--- config.mk ---
export PLATFORM = sky130hd
export DESIGN_NAME = osdc_term_ctrl
export DESIGN_NICKNAME = d
export VERILOG_FILES = /design/src/hdl/osdc_pkg.sv /design/src/hdl/osdc_shift.sv /design/src/hdl/osdc_lat.sv /design/src/hdl/osdc_term_ctrl.sv
export SDC_FILE = /design/constraint.sdc
export NUM_CORES = 1
export LEC_CHECK = 0
export BUFFER_PORTS_ARGS = -buffer_cell sky130_fd_sc_hd__buf_2
export CAP_MARGIN = 30
export CELL_PAD_IN_SITES_DETAIL_PLACEMENT = 2
export CELL_PAD_IN_SITES_GLOBAL_PLACEMENT = 2
export CORE_MARGIN = 2
export CORE_UTILIZATION = 25
export DETAILED_ROUTE_END_ITERATION = 10
export GPL_ROUTABILITY_DRIVEN = 0
export GPL_TIMING_DRIVEN = 0
export PLACE_DENSITY_LB_ADDON = 0.1
export SKIP_LAST_GASP = 1
export SLEW_MARGIN = 20
export SYNTH_ARGS = -nofsm -noshare
export SYNTH_HDL_FRONTEND = slang
export SYNTH_SLANG_ARGS = --single-unit
--- constraint.sdc ---
create_clock -name CLK -period 12.8 [get_ports CLK]
set_input_delay 2.56 -clock CLK [delete_from_list [all_inputs] [get_ports CLK]]
set_output_delay 2.56 -clock CLK [all_outputs]
set_load 0.05 [all_outputs]
--- src/hdl/osdc_pkg.sv ---
// Shared constants, types and helpers of the on-die termination sequencer
package osdc_pkg;

	// ----------------------------------------------------------------
	// Widths and pipeline depths
	// ----------------------------------------------------------------
	localparam int LAT_W     = 6;
	localparam int LEN_W     = 4;
	localparam int DLY_DEPTH = 64;
	localparam logic [7:0] TAP_MAX  = 8'h3F;
	// Pin path: two sync flops plus the output flop
	localparam logic [7:0] PIN_PIPE = 8'h03;
	localparam logic [7:0] OUT_PIPE = 8'h01;

	// ----------------------------------------------------------------
	// Latency offsets in clock cycles
	// ----------------------------------------------------------------
	localparam logic [7:0] X_PRE1 = 8'h02;
	localparam logic [7:0] X_PRE2 = 8'h03;
	localparam logic [LEN_W-1:0] PRE2_EXTRA  = 4'h1;
	localparam logic [LEN_W-1:0] ONE_LEN     = 4'h1;
	localparam logic [LEN_W-1:0] LEN_MAX     = 4'hF;
	localparam logic [LEN_W-1:0] RD_LEN_BC4  = 4'h4;
	localparam logic [LEN_W-1:0] RD_LEN_BL8  = 4'h6;
	localparam logic [LEN_W-1:0] HOLD_BC4    = 4'h4;
	localparam logic [LEN_W-1:0] HOLD_BL8    = 4'h6;
	localparam logic [LEN_W-1:0] WR4_P1      = 4'h4;
	localparam logic [LEN_W-1:0] WR4_P1_CRC  = 4'h7;
	localparam logic [LEN_W-1:0] WR4_P2      = 4'h5;
	localparam logic [LEN_W-1:0] WR4_P2_CRC  = 4'h8;
	localparam logic [LEN_W-1:0] WR8_P1      = 4'h6;
	localparam logic [LEN_W-1:0] WR8_P1_CRC  = 4'h7;
	localparam logic [LEN_W-1:0] WR8_P2      = 4'h7;
	localparam logic [LEN_W-1:0] WR8_P2_CRC  = 4'h8;

	// ----------------------------------------------------------------
	// Mode field codes
	// ----------------------------------------------------------------
	localparam logic [2:0] WR_DYN_MASK = 3'h3;
	localparam logic [2:0] RTT_OFF     = 3'h0;

	// ----------------------------------------------------------------
	// Types
	// ----------------------------------------------------------------
	typedef enum logic [1:0] {
		TERM_HIZ  = 2'h0,
		TERM_PARK = 2'h1,
		TERM_NOM  = 2'h2,
		TERM_WR   = 2'h3
	} osdc_term_t;

	typedef struct packed {
		logic [LAT_W-1:0] cwl;
		logic [LAT_W-1:0] cl;
		logic [LAT_W-1:0] al;
		logic [LAT_W-1:0] pl;
		logic             pre2;
		logic             crc;
	} osdc_mode_t;

	typedef struct packed {
		logic [LAT_W-1:0] pin_tap;
		logic [LAT_W-1:0] wr_tap;
		logic [LAT_W-1:0] rd_tap;
		logic [LEN_W-1:0] wr_len4;
		logic [LEN_W-1:0] wr_len8;
		logic [LEN_W-1:0] rd_len4;
		logic [LEN_W-1:0] rd_len8;
		logic [LEN_W-1:0] hold4;
		logic [LEN_W-1:0] hold8;
	} osdc_lat_t;

	// Latency minus fixed pipeline, clipped to the delay line range
	function automatic logic [LAT_W-1:0] tap_of(input logic [7:0] lat,
		input logic [7:0] pipe);
		logic [7:0] t;
		t = (lat > pipe) ? lat - pipe : 8'h00;
		return (t > TAP_MAX) ? TAP_MAX[LAT_W-1:0] : t[LAT_W-1:0];
	endfunction : tap_of

endpackage : osdc_pkg

--- src/hdl/osdc_shift.sv ---
// Tapped delay line that carries command and pin events
`timescale 1ns/1ps
module osdc_shift #(
	parameter int W     = 2,
	parameter int DEPTH = 64,
	parameter int TAP_W = 6
) (
	input  wire logic             clk,
	input  wire logic             srst,
	input  wire logic [W-1:0]     d,
	input  wire logic [TAP_W-1:0] tap,
	output logic      [W-1:0]     q
);

	// ----------------------------------------------------------------
	// Storage
	// ----------------------------------------------------------------
	logic [W-1:0] line_reg [DEPTH];

	always_ff @(posedge clk) begin
		if (srst) begin
			for (int i = 0; i < DEPTH; i++) begin
				line_reg[i] <= '0;
			end
		end else begin
			line_reg[0] <= d;
			for (int i = 1; i < DEPTH; i++) begin
				line_reg[i] <= line_reg[i-1];
			end
		end
	end

	// Read data come straight out of a stored stage
	assign q = line_reg[tap];

endmodule : osdc_shift

--- src/hdl/osdc_lat.sv ---
// Latency and window length calculator for the termination sequencer
`timescale 1ns/1ps
module osdc_lat (
	input  wire logic                 clk,
	input  wire logic                 srst,
	input  osdc_pkg::osdc_mode_t      mode,
	output osdc_pkg::osdc_lat_t       lat
);

	// ----------------------------------------------------------------
	// Derivation
	// ----------------------------------------------------------------
	logic [7:0]          wl;
	logic [7:0]          rl;
	logic [7:0]          x;
	logic [7:0]          dodt;
	logic [7:0]          roff;
	logic [osdc_pkg::LEN_W-1:0] extra;
	osdc_pkg::osdc_lat_t lat_next;

	always_comb begin
		wl = {2'b00, mode.cwl} + {2'b00, mode.al} + {2'b00, mode.pl};
		rl = {2'b00, mode.cl} + {2'b00, mode.al} + {2'b00, mode.pl};
		x = mode.pre2 ? osdc_pkg::X_PRE2 : osdc_pkg::X_PRE1;
		extra = mode.pre2 ? osdc_pkg::PRE2_EXTRA : '0;
		dodt = wl - x;
		roff = rl - x;
		lat_next.pin_tap = osdc_pkg::tap_of(dodt, osdc_pkg::PIN_PIPE);
		lat_next.wr_tap = osdc_pkg::tap_of(dodt, osdc_pkg::OUT_PIPE);
		lat_next.rd_tap = osdc_pkg::tap_of(roff, osdc_pkg::OUT_PIPE);
		lat_next.rd_len4 = osdc_pkg::RD_LEN_BC4 + extra;
		lat_next.rd_len8 = osdc_pkg::RD_LEN_BL8 + extra;
		lat_next.hold4 = osdc_pkg::HOLD_BC4 + extra;
		lat_next.hold8 = osdc_pkg::HOLD_BL8 + extra;
		case ({mode.pre2, mode.crc})
			2'b00: begin
				lat_next.wr_len4 = osdc_pkg::WR4_P1;
				lat_next.wr_len8 = osdc_pkg::WR8_P1;
			end
			2'b01: begin
				lat_next.wr_len4 = osdc_pkg::WR4_P1_CRC;
				lat_next.wr_len8 = osdc_pkg::WR8_P1_CRC;
			end
			2'b10: begin
				lat_next.wr_len4 = osdc_pkg::WR4_P2;
				lat_next.wr_len8 = osdc_pkg::WR8_P2;
			end
			default: begin
				lat_next.wr_len4 = osdc_pkg::WR4_P2_CRC;
				lat_next.wr_len8 = osdc_pkg::WR8_P2_CRC;
			end
		endcase
	end

	// Mode bits are static in use, so one register stage costs nothing
	always_ff @(posedge clk) begin
		if (srst) begin
			lat <= '0;
		end else begin
			lat <= lat_next;
		end
	end
endmodule : osdc_lat

--- src/hdl/osdc_term_ctrl.sv ---
// Synchronous and dynamic on-die termination sequencer, DLL on
`timescale 1ns/1ps

module osdc_term_ctrl (
	input  wire logic                    CLK,
	input  wire logic                    SRST,
	input  wire logic                    ODT_PIN,
	input  wire logic                    DLL_EN,
	input  wire logic                    DLL_LOCK,
	input  wire logic                    WR_CMD,
	input  wire logic                    RD_CMD,
	input  wire logic                    CMD_BC4,
	input  wire logic                    MR_BC4,
	input  wire logic [5:0]              CWL,
	input  wire logic [5:0]              CL,
	input  wire logic [5:0]              AL,
	input  wire logic [5:0]              PL,
	input  wire logic                    PRE2,
	input  wire logic                    CRC_EN,
	input  wire logic [2:0]              RTT_NOM,
	input  wire logic [2:0]              RTT_WR,
	input  wire logic [2:0]              RTT_PARK,
	output osdc_pkg::osdc_term_t         TERM_SEL,
	output logic      [2:0]              TERM_CODE,
	output logic                         SYNC_MODE,
	output logic                         HOLD_VIOL
);

	localparam int LW = osdc_pkg::LEN_W;

	// ----------------------------------------------------------------
	// Pin synchroniser
	// ----------------------------------------------------------------
	logic pin_meta_reg;
	logic pin_sync_reg;
	logic pin_prev_reg;

	always_ff @(posedge CLK) begin
		if (SRST) begin
			pin_meta_reg <= 1'b0;
			pin_sync_reg <= 1'b0;
		end else begin
			pin_meta_reg <= ODT_PIN;
			pin_sync_reg <= pin_meta_reg;
		end
	end

	always_ff @(posedge CLK) begin
		if (SRST) begin
			pin_prev_reg <= 1'b0;
		end else begin
			pin_prev_reg <= pin_sync_reg;
		end
	end

	// ----------------------------------------------------------------
	// Mode and latencies
	// ----------------------------------------------------------------
	logic                 sync_mode;
	osdc_pkg::osdc_mode_t mode;
	osdc_pkg::osdc_lat_t  lat;

	// No CKE or power-down term: the same timing holds in every state
	assign sync_mode = DLL_EN & DLL_LOCK;

	always_comb begin
		mode.cwl = CWL;
		mode.cl = CL;
		mode.al = AL;
		mode.pl = PL;
		mode.pre2 = PRE2;
		mode.crc = CRC_EN;
	end

	osdc_lat u_lat (
		.clk  (CLK),
		.srst (SRST),
		.mode (mode),
		.lat  (lat)
	);

	// ----------------------------------------------------------------
	// Command gating
	// ----------------------------------------------------------------
	logic dyn_en;
	logic wr_push;
	logic rd_push;

	// A zero write field leaves write commands invisible here
	assign dyn_en = sync_mode & |(RTT_WR & osdc_pkg::WR_DYN_MASK);
	assign wr_push = WR_CMD & dyn_en;
	assign rd_push = RD_CMD & sync_mode;

	// ----------------------------------------------------------------
	// Delay lines
	// ----------------------------------------------------------------
	logic       nom_q;
	logic [1:0] wr_q;
	logic [1:0] rd_q;

	osdc_shift #(
		.W     (1),
		.DEPTH (osdc_pkg::DLY_DEPTH),
		.TAP_W (osdc_pkg::LAT_W)
	) u_pin_line (
		.clk  (CLK),
		.srst (SRST),
		.d    (pin_sync_reg),
		.tap  (lat.pin_tap),
		.q    (nom_q)
	);

	osdc_shift #(
		.W     (2),
		.DEPTH (osdc_pkg::DLY_DEPTH),
		.TAP_W (osdc_pkg::LAT_W)
	) u_wr_line (
		.clk  (CLK),
		.srst (SRST),
		.d    ({CMD_BC4, wr_push}),
		.tap  (lat.wr_tap),
		.q    (wr_q)
	);

	osdc_shift #(
		.W     (2),
		.DEPTH (osdc_pkg::DLY_DEPTH),
		.TAP_W (osdc_pkg::LAT_W)
	) u_rd_line (
		.clk  (CLK),
		.srst (SRST),
		.d    ({CMD_BC4, rd_push}),
		.tap  (lat.rd_tap),
		.q    (rd_q)
	);

	// ----------------------------------------------------------------
	// Write and read windows
	// ----------------------------------------------------------------
	logic          wr_hit;
	logic          rd_hit;
	logic [LW-1:0] wr_cnt_reg;
	logic [LW-1:0] wr_cnt_next;
	logic [LW-1:0] rd_cnt_reg;
	logic [LW-1:0] rd_cnt_next;

	assign wr_hit = wr_q[0];
	assign rd_hit = rd_q[0];

	// A later burst reloads the count, so back-to-back bursts merge
	always_comb begin
		wr_cnt_next = wr_cnt_reg;
		if (!sync_mode) begin
			wr_cnt_next = '0;
		end else if (wr_hit) begin
			wr_cnt_next = wr_q[1] ? lat.wr_len4 : lat.wr_len8;
		end else if (wr_cnt_reg != '0) begin
			wr_cnt_next = wr_cnt_reg - osdc_pkg::ONE_LEN;
		end
	end

	always_comb begin
		rd_cnt_next = rd_cnt_reg;
		if (!sync_mode) begin
			rd_cnt_next = '0;
		end else if (rd_hit) begin
			rd_cnt_next = rd_q[1] ? lat.rd_len4 : lat.rd_len8;
		end else if (rd_cnt_reg != '0) begin
			rd_cnt_next = rd_cnt_reg - osdc_pkg::ONE_LEN;
		end
	end

	always_ff @(posedge CLK) begin
		if (SRST) begin
			wr_cnt_reg <= '0;
		end else begin
			wr_cnt_reg <= wr_cnt_next;
		end
	end

	always_ff @(posedge CLK) begin
		if (SRST) begin
			rd_cnt_reg <= '0;
		end else begin
			rd_cnt_reg <= rd_cnt_next;
		end
	end

	// ----------------------------------------------------------------
	// Termination selection
	// ----------------------------------------------------------------
	logic                 nom_next;
	osdc_pkg::osdc_term_t term_next;
	logic [2:0]           code_next;

	// Disabled nominal field falls back to park, as with the pin low
	assign nom_next = nom_q & (RTT_NOM != osdc_pkg::RTT_OFF);

	always_comb begin
		term_next = osdc_pkg::TERM_PARK;
		code_next = RTT_PARK;
		if (sync_mode) begin
			if (rd_cnt_next != '0) begin
				term_next = osdc_pkg::TERM_HIZ;
				code_next = osdc_pkg::RTT_OFF;
			end else if (wr_cnt_next != '0) begin
				term_next = osdc_pkg::TERM_WR;
				code_next = RTT_WR;
			end else if (nom_next) begin
				term_next = osdc_pkg::TERM_NOM;
				code_next = RTT_NOM;
			end
		end
	end

	always_ff @(posedge CLK) begin
		if (SRST) begin
			TERM_SEL <= osdc_pkg::TERM_PARK;
			TERM_CODE <= osdc_pkg::RTT_OFF;
		end else begin
			TERM_SEL <= term_next;
			TERM_CODE <= code_next;
		end
	end

	always_ff @(posedge CLK) begin
		if (SRST) begin
			SYNC_MODE <= 1'b0;
		end else begin
			SYNC_MODE <= sync_mode;
		end
	end

	// ----------------------------------------------------------------
	// Pin hold monitor
	// ----------------------------------------------------------------
	// Write commands are not delayed like the pin, so the restart on a
	// write is two cycles early; the check errs on the lenient side
	logic [LW-1:0] hold_cnt_reg;
	logic [LW-1:0] hold_min;

	assign hold_min = MR_BC4 ? lat.hold4 : lat.hold8;

	always_ff @(posedge CLK) begin
		if (SRST) begin
			hold_cnt_reg <= '0;
		end else if (pin_sync_reg & (~pin_prev_reg | WR_CMD)) begin
			hold_cnt_reg <= osdc_pkg::ONE_LEN;
		end else if (pin_sync_reg && hold_cnt_reg != osdc_pkg::LEN_MAX) begin
			hold_cnt_reg <= hold_cnt_reg + osdc_pkg::ONE_LEN;
		end
	end

	always_ff @(posedge CLK) begin
		if (SRST) begin
			HOLD_VIOL <= 1'b0;
		end else begin
			HOLD_VIOL <= ~pin_sync_reg & pin_prev_reg
				& (hold_cnt_reg < hold_min);
		end
	end
endmodule : osdc_term_ctrl

# Word-level counts from Yosys, hierarchy flattened
# Memory sizes are Yosys's and may differ from the RTL's. A register that Yosys moved wholly into a read port is not among the register bits.
# Cells that the tools add are included.
[classes] bitwise_logic=204 n_eq_ne=3 n_reduce_logical=12 add_sub_neg=14 order_cmp=7 muxes=225
[op_table] cell="$mux 2" n=130
[op_table] cell="$or 1x1->1" n=193
[op_table] cell="$mux 1" n=72
[op_table] cell="$mux 4" n=9
[op_table] cell="$mux 6" n=6
[op_table] cell="$gt 8x6->1 const B" n=3
[op_table] cell="$mux 8" n=3
[op_table] cell="$pmux 8 s3" n=1
[op_table] cell="$add 8x6->8" n=2
[op_table] cell="$gt 8x1->1 const B" n=2
[op_table] cell="$reduce_bool 4->1" n=4
[op_table] cell="$sub 8x1->8 const B" n=2
[op_table] cell="$sub 8x8->8" n=2
[op_table] cell="$add 6x6->7" n=2
[op_table] cell="$mux 3" n=4
[op_table] cell="$add 3x4->4 const A" n=2
[op_table] cell="$and 1x1->1" n=8
[op_table] cell="$gt 8x2->1 const B" n=1
[op_table] cell="$sub 4x1->4 const B" n=2
[op_table] cell="$sub 8x2->8 const B" n=1
[op_table] cell="$reduce_or 2->1" n=3
[op_table] cell="$add 4x1->4 const B" n=1
[op_table] cell="$lt 4x4->1" n=1
[op_table] cell="$ne 4x4->1 const B" n=1
[op_table] cell="8 further kinds" n=10
[word_totals] ff_bits=38 mem_bits_rw=320 output_inout_bits=7 inputBits=44 wordCells=484 mem_count=3
[mem_list] memory="u_rd_line.line_reg" depth=64 width=2 read_ports=64 rd_clocked_by_memory_dff=1 wr=64 line_no="osdc_shift.sv:18" rtl="logic [W-1:0] line_reg [DEPTH];"
[mem_list] memory="u_wr_line.line_reg" depth=64 width=2 read_ports=64 rd_clocked_by_memory_dff=1 wr=64 line_no="osdc_shift.sv:18"
[mem_list] memory="u_pin_line.line_reg" depth=64 width=1 read_ports=64 rd_clocked_by_memory_dff=1 wr=64 line_no="osdc_shift.sv:18"

# Depth between registers and ports, before layout
[logic_depth] depth_word=8 depth_mapped=18 mapped_depth_nobuf=18

# By module
# Synthesis repeated with hierarchy kept, for this count alone.
[hier_totals] cells_unflattened=1415 area_unflattened_um2=15388.5
[by_module_without_submodules] mod="osdc_shift (u_rd_line ...)" seq_area_each_um2=2562.5 instances=2 area_per_inst_um2=4640.7 cells_per_inst=394
[by_module_without_submodules] mod="osdc_lat" seq_area_each_um2=480.5 instances=1 area_per_inst_um2=2399.8 cells_per_inst=271
[by_module_without_submodules] mod="osdc_shift (u_pin_line)" seq_area_each_um2=1281.2 instances=1 area_per_inst_um2=2308.5 cells_per_inst=197
[by_module_without_submodules] mod="osdc_term_ctrl" seq_area_each_um2=440.4 instances=1 area_per_inst_um2=1398.8 cells_per_inst=159

# Least setup slack after synthesis
# Ideal clock, no wire load.
[synth_path] path_kind="input port to flip-flop" from="input port CWL[1]" to="register (tool-made name)" t_required_ns=12.673 path_buffers=1 arrival_time_ns=5.855 setup_time_ns=0.127 path_slack_ns=6.818 stages=17 cell_sequence="ha_1 > a21o_1 > a21oi_1 > o21ai_0 > a21oi_1 > xor2_1 > ha_1 > inv_1 > ha_1 > clkbuf_1 > nor3_1 > a311oi_1 > o311a_1 > nand3b_1 > or4b_2 > nand3_1 > a31oi_1"
[synth_lines] item="from (decl)" line_no="osdc_term_ctrl.sv:14" rtl="input wire logic [5:0] CWL,"

==> flow_summary.yaml <==
sta:
  rsz0062_at_grt: "false"
  setup_tns_ns: 0
  setup_slack_ns: 6.65
  tightest_slew_ns: 0.912
  finalSetupViolCount: 0
  timing.final.crit_share: 0.481
  hold_viol: 0
  fin_skew_ns: 0.0272
  slew_violations: 0
  fmax_mhz: 163
  max_slew_margin: 0.392
  post-route-min-period_ns: 6.15
die:
  die_h_um: 232
  core_mm2: 0.0513
  rows: 83
  start_util: 0.253
  die_area_mm2: 0.0538
  io_pins: 51
  die_w_um: 232
power:
  power_density_mw_per_mm2: 175
  peakVddDrop_mv: 0.0789
  leakagePower_nw: 5.95
clocking:
  cts_made_buffers: 37
  clock-sinks: 301
  worst_skew_pair.late_latency_ns: 0.55
  cts_root_buf: "clkbuf_16"
  post_cts_buffers: 0
  clock_path_buffers: 3
  cts_resized: 0
  cts_tree: "yes"
  hold_buffers: 0
  clk_transition_reported_paths_ns: 0.06
  htreeDepth: 2
worst_setup_path:
  critical_path_class: "primary input to register"
  crit_start: "CWL[1]"
  regToRegSetupSlack_ns: 9.07
  cp-end-kind: "register"
  worstPathArrival_ns: 6.56
  required_ns: 13.21
  startpoint_type: "primary input"
  cp_max_fo: 8
  r2r_cells: 9
  timing.rr.end: "TERM_CODE[1]$_SDFF_PP0_"
global_routing:
  grt.total_usage: 0.143
  grt_remaining_overflow: 0
  grt_max_degree: 13
  antenna_found_initial: 2
  grt_pass1_wl_mm: 59.0
  grt_pass1_vias: 9985
logic_synthesis:
  syn-num-nets: 1279
  async_flop_share: 0
  avgSynthCellArea_um2: 11.0
  syn_inst: 1181
  synth_area_mm2: 0.0130
  seq_area_frac_synth: 0.464
  yosysUniqueCellTypes: 59
  ys_seq_elements: 301
  ys_warn_count: 0
  ys.flop_type: "dfxtp_1"
  synth_edf_count: 0
cells_and_area:
  syn_to_final_growth_pct: 18.7
  largest_register_ffs: 98
  drive_gt1_frac: 0.167
  final_util: 0.300
  num-fill-cells: 5614
  final-seq-area_mm2: 0.00603
  n_antenna_cell: 0
  multiInputGateArea_mm2: 0.00644
  layout.nets: 1367
route:
  dr_wl_met2_mm: 17.4
  met1_length_mm: 17.5
  drt_wl_total_mm: 37.0
  ant_nets: 0
  routed_via_density: 4.54
  dr_wl_met3_mm: 1.40
  drc_errors: 0
  highest_layer: "met5"
  vias: 8960
  wire_per_inst_um: 18.7
  drt_iter0_markers: 290
  drt_pass1_iterations: 4
outcome:
  status: "finished clean"
place:
  dp_slack_ns: 6.12
  dp.final_hpwl_mm: 27.1
  io_buffers: 49
run:
  drv_cap: 0
hold_path:
  holdCritPathClass: "register to register"
[layout make-up]
cell class,count,share of cell area
Clock inverter,11,0.0137
Multi-Input combinational cell,755,0.418
Timing Repair Buffer,49,0.0159
Inverter,64,0.0156
Buffer,61,0.0180
Clock buffer,52,0.0723
Sequential cell,301,0.391
Tap cell,680,0.0552
[worst min-delay path by stage]
stage                                               from                                    to  slack, ns  depth (start not counted)
floorplan                        pin_meta_reg$_SDFF_PP0_               pin_sync_reg$_SDFF_PP0_       0.41                          1
global placement      u_pin_line.line_reg[58]$_SDFF_PP0_    u_pin_line.line_reg[59]$_SDFF_PP0_       0.44                          1
global route        u_rd_line.line_reg[34][0]$_SDFF_PP0_  u_rd_line.line_reg[35][0]$_SDFF_PP0_       0.45                          1
CTS                 u_rd_line.line_reg[34][0]$_SDFF_PP0_  u_rd_line.line_reg[35][0]$_SDFF_PP0_       0.44                          1
finish              u_rd_line.line_reg[34][0]$_SDFF_PP0_  u_rd_line.line_reg[35][0]$_SDFF_PP0_       0.44                          1
detailed placement  u_wr_line.line_reg[14][0]$_SDFF_PP0_  u_wr_line.line_reg[15][0]$_SDFF_PP0_       0.45                          1
[layer usage]
layer  GRT usage  up-vias
li1            -     4279
met1       0.191     4520
met2       0.238      119
met3      0.0257       40
met4      0.0349        2
met5           0        -
[cell usage after synthesis (25+ instances only)]
cell type | number | area, um2
dfxtp_1 | 301 | 6030
nor2b_1 | 276 | 1730
ha_1 | 50 | 626
o21ai_0 | 25 | 125
nand2_1 | 30 | 113
a21oi_1 | 44 | 220
inv_1 | 64 | 240
mux4_2 | 81 | 1820
nor2_1 | 35 | 131
clkbuf_1 | 44 | 165
[power breakdown]
group          internal, W  switching (W)
sequential        0.000960      0.0000209
combinational     0.000217       0.000365
clock             0.000708       0.000419
total              0.00189       0.000805
[kinds of logic after synthesis]
family	after synthesis	share of synthesized area
AND/OR/NAND/NOR	417	0.187
AO/OA/AOI/OAI	150	0.0760
buffers and inverters	125	0.0398
flip-flops	301	0.464
XOR/XNOR	30	0.0202
multiplexers	104	0.159
adder cells (fa/ha/maj)	54	0.0544
[worst max-delay path, cell delays in order]
cell and delay, ns:
buf_2 0.11, ha_1 0.28, a21o_1 0.17, a21oi_1 0.21, o21ai_0 0.13, a21oi_1 0.20, xor2_1 0.10, ha_1 0.29
inv_1 0.05, ha_1 0.27, clkbuf_1 0.27, nor3_1 0.08, a311oi_1 0.29, o311a_1 0.42, nand3b_1 0.12, or4b_2 0.65
nand3_1 0.24, a21oi_1 0.14
[stage by stage]
| stage | hold WS (ns) | instance area, um2 | total power, W | instances |
|---|---|---|---|---|
| 6_report | 0.439 | 15400 | 0.00269 | 1973 |
| 3_5_place_dp | 0.448 | 14100 | 0.00160 | 1910 |
| 2_1_floorplan | 0.414 | 13000 | 0.00141 | 1181 |
| 5_1_grt | 0.455 | 15400 | 0.00285 | 1973 |
| 4_1_cts | 0.437 | 15400 | 0.00275 | 1973 |
| 3_3_place_gp | 0.442 | 14100 | 0.00159 | 1910 |
[cell usage in the layout, fill, tap and decap left out, drive strengths merged, types with 7 or more instances in the layout]
| master | synthesis | routed |
|---|---|---|
| nand2 | 30 | 30 |
| nand2b | 11 | 11 |
| a22oi | 15 | 15 |
| mux2i | 19 | 19 |
| xor2 | 11 | 11 |
| nor3 | 19 | 19 |
| nand3 | 17 | 17 |
| a211oi | 12 | 12 |
| o21a | 7 | 7 |
| dfxtp | 301 | 301 |
| mux4 | 81 | 81 |
| nor2b | 276 | 276 |
| a21oi | 44 | 44 |
| buf | 17 | 66 |
| ha | 50 | 50 |
| clkbuf | 44 | 96 |
| o21ai | 25 | 25 |
| xnor2 | 19 | 19 |
| inv | 64 | 65 |
| nor2 | 35 | 35 |
(Power assumes the default switching activity.)
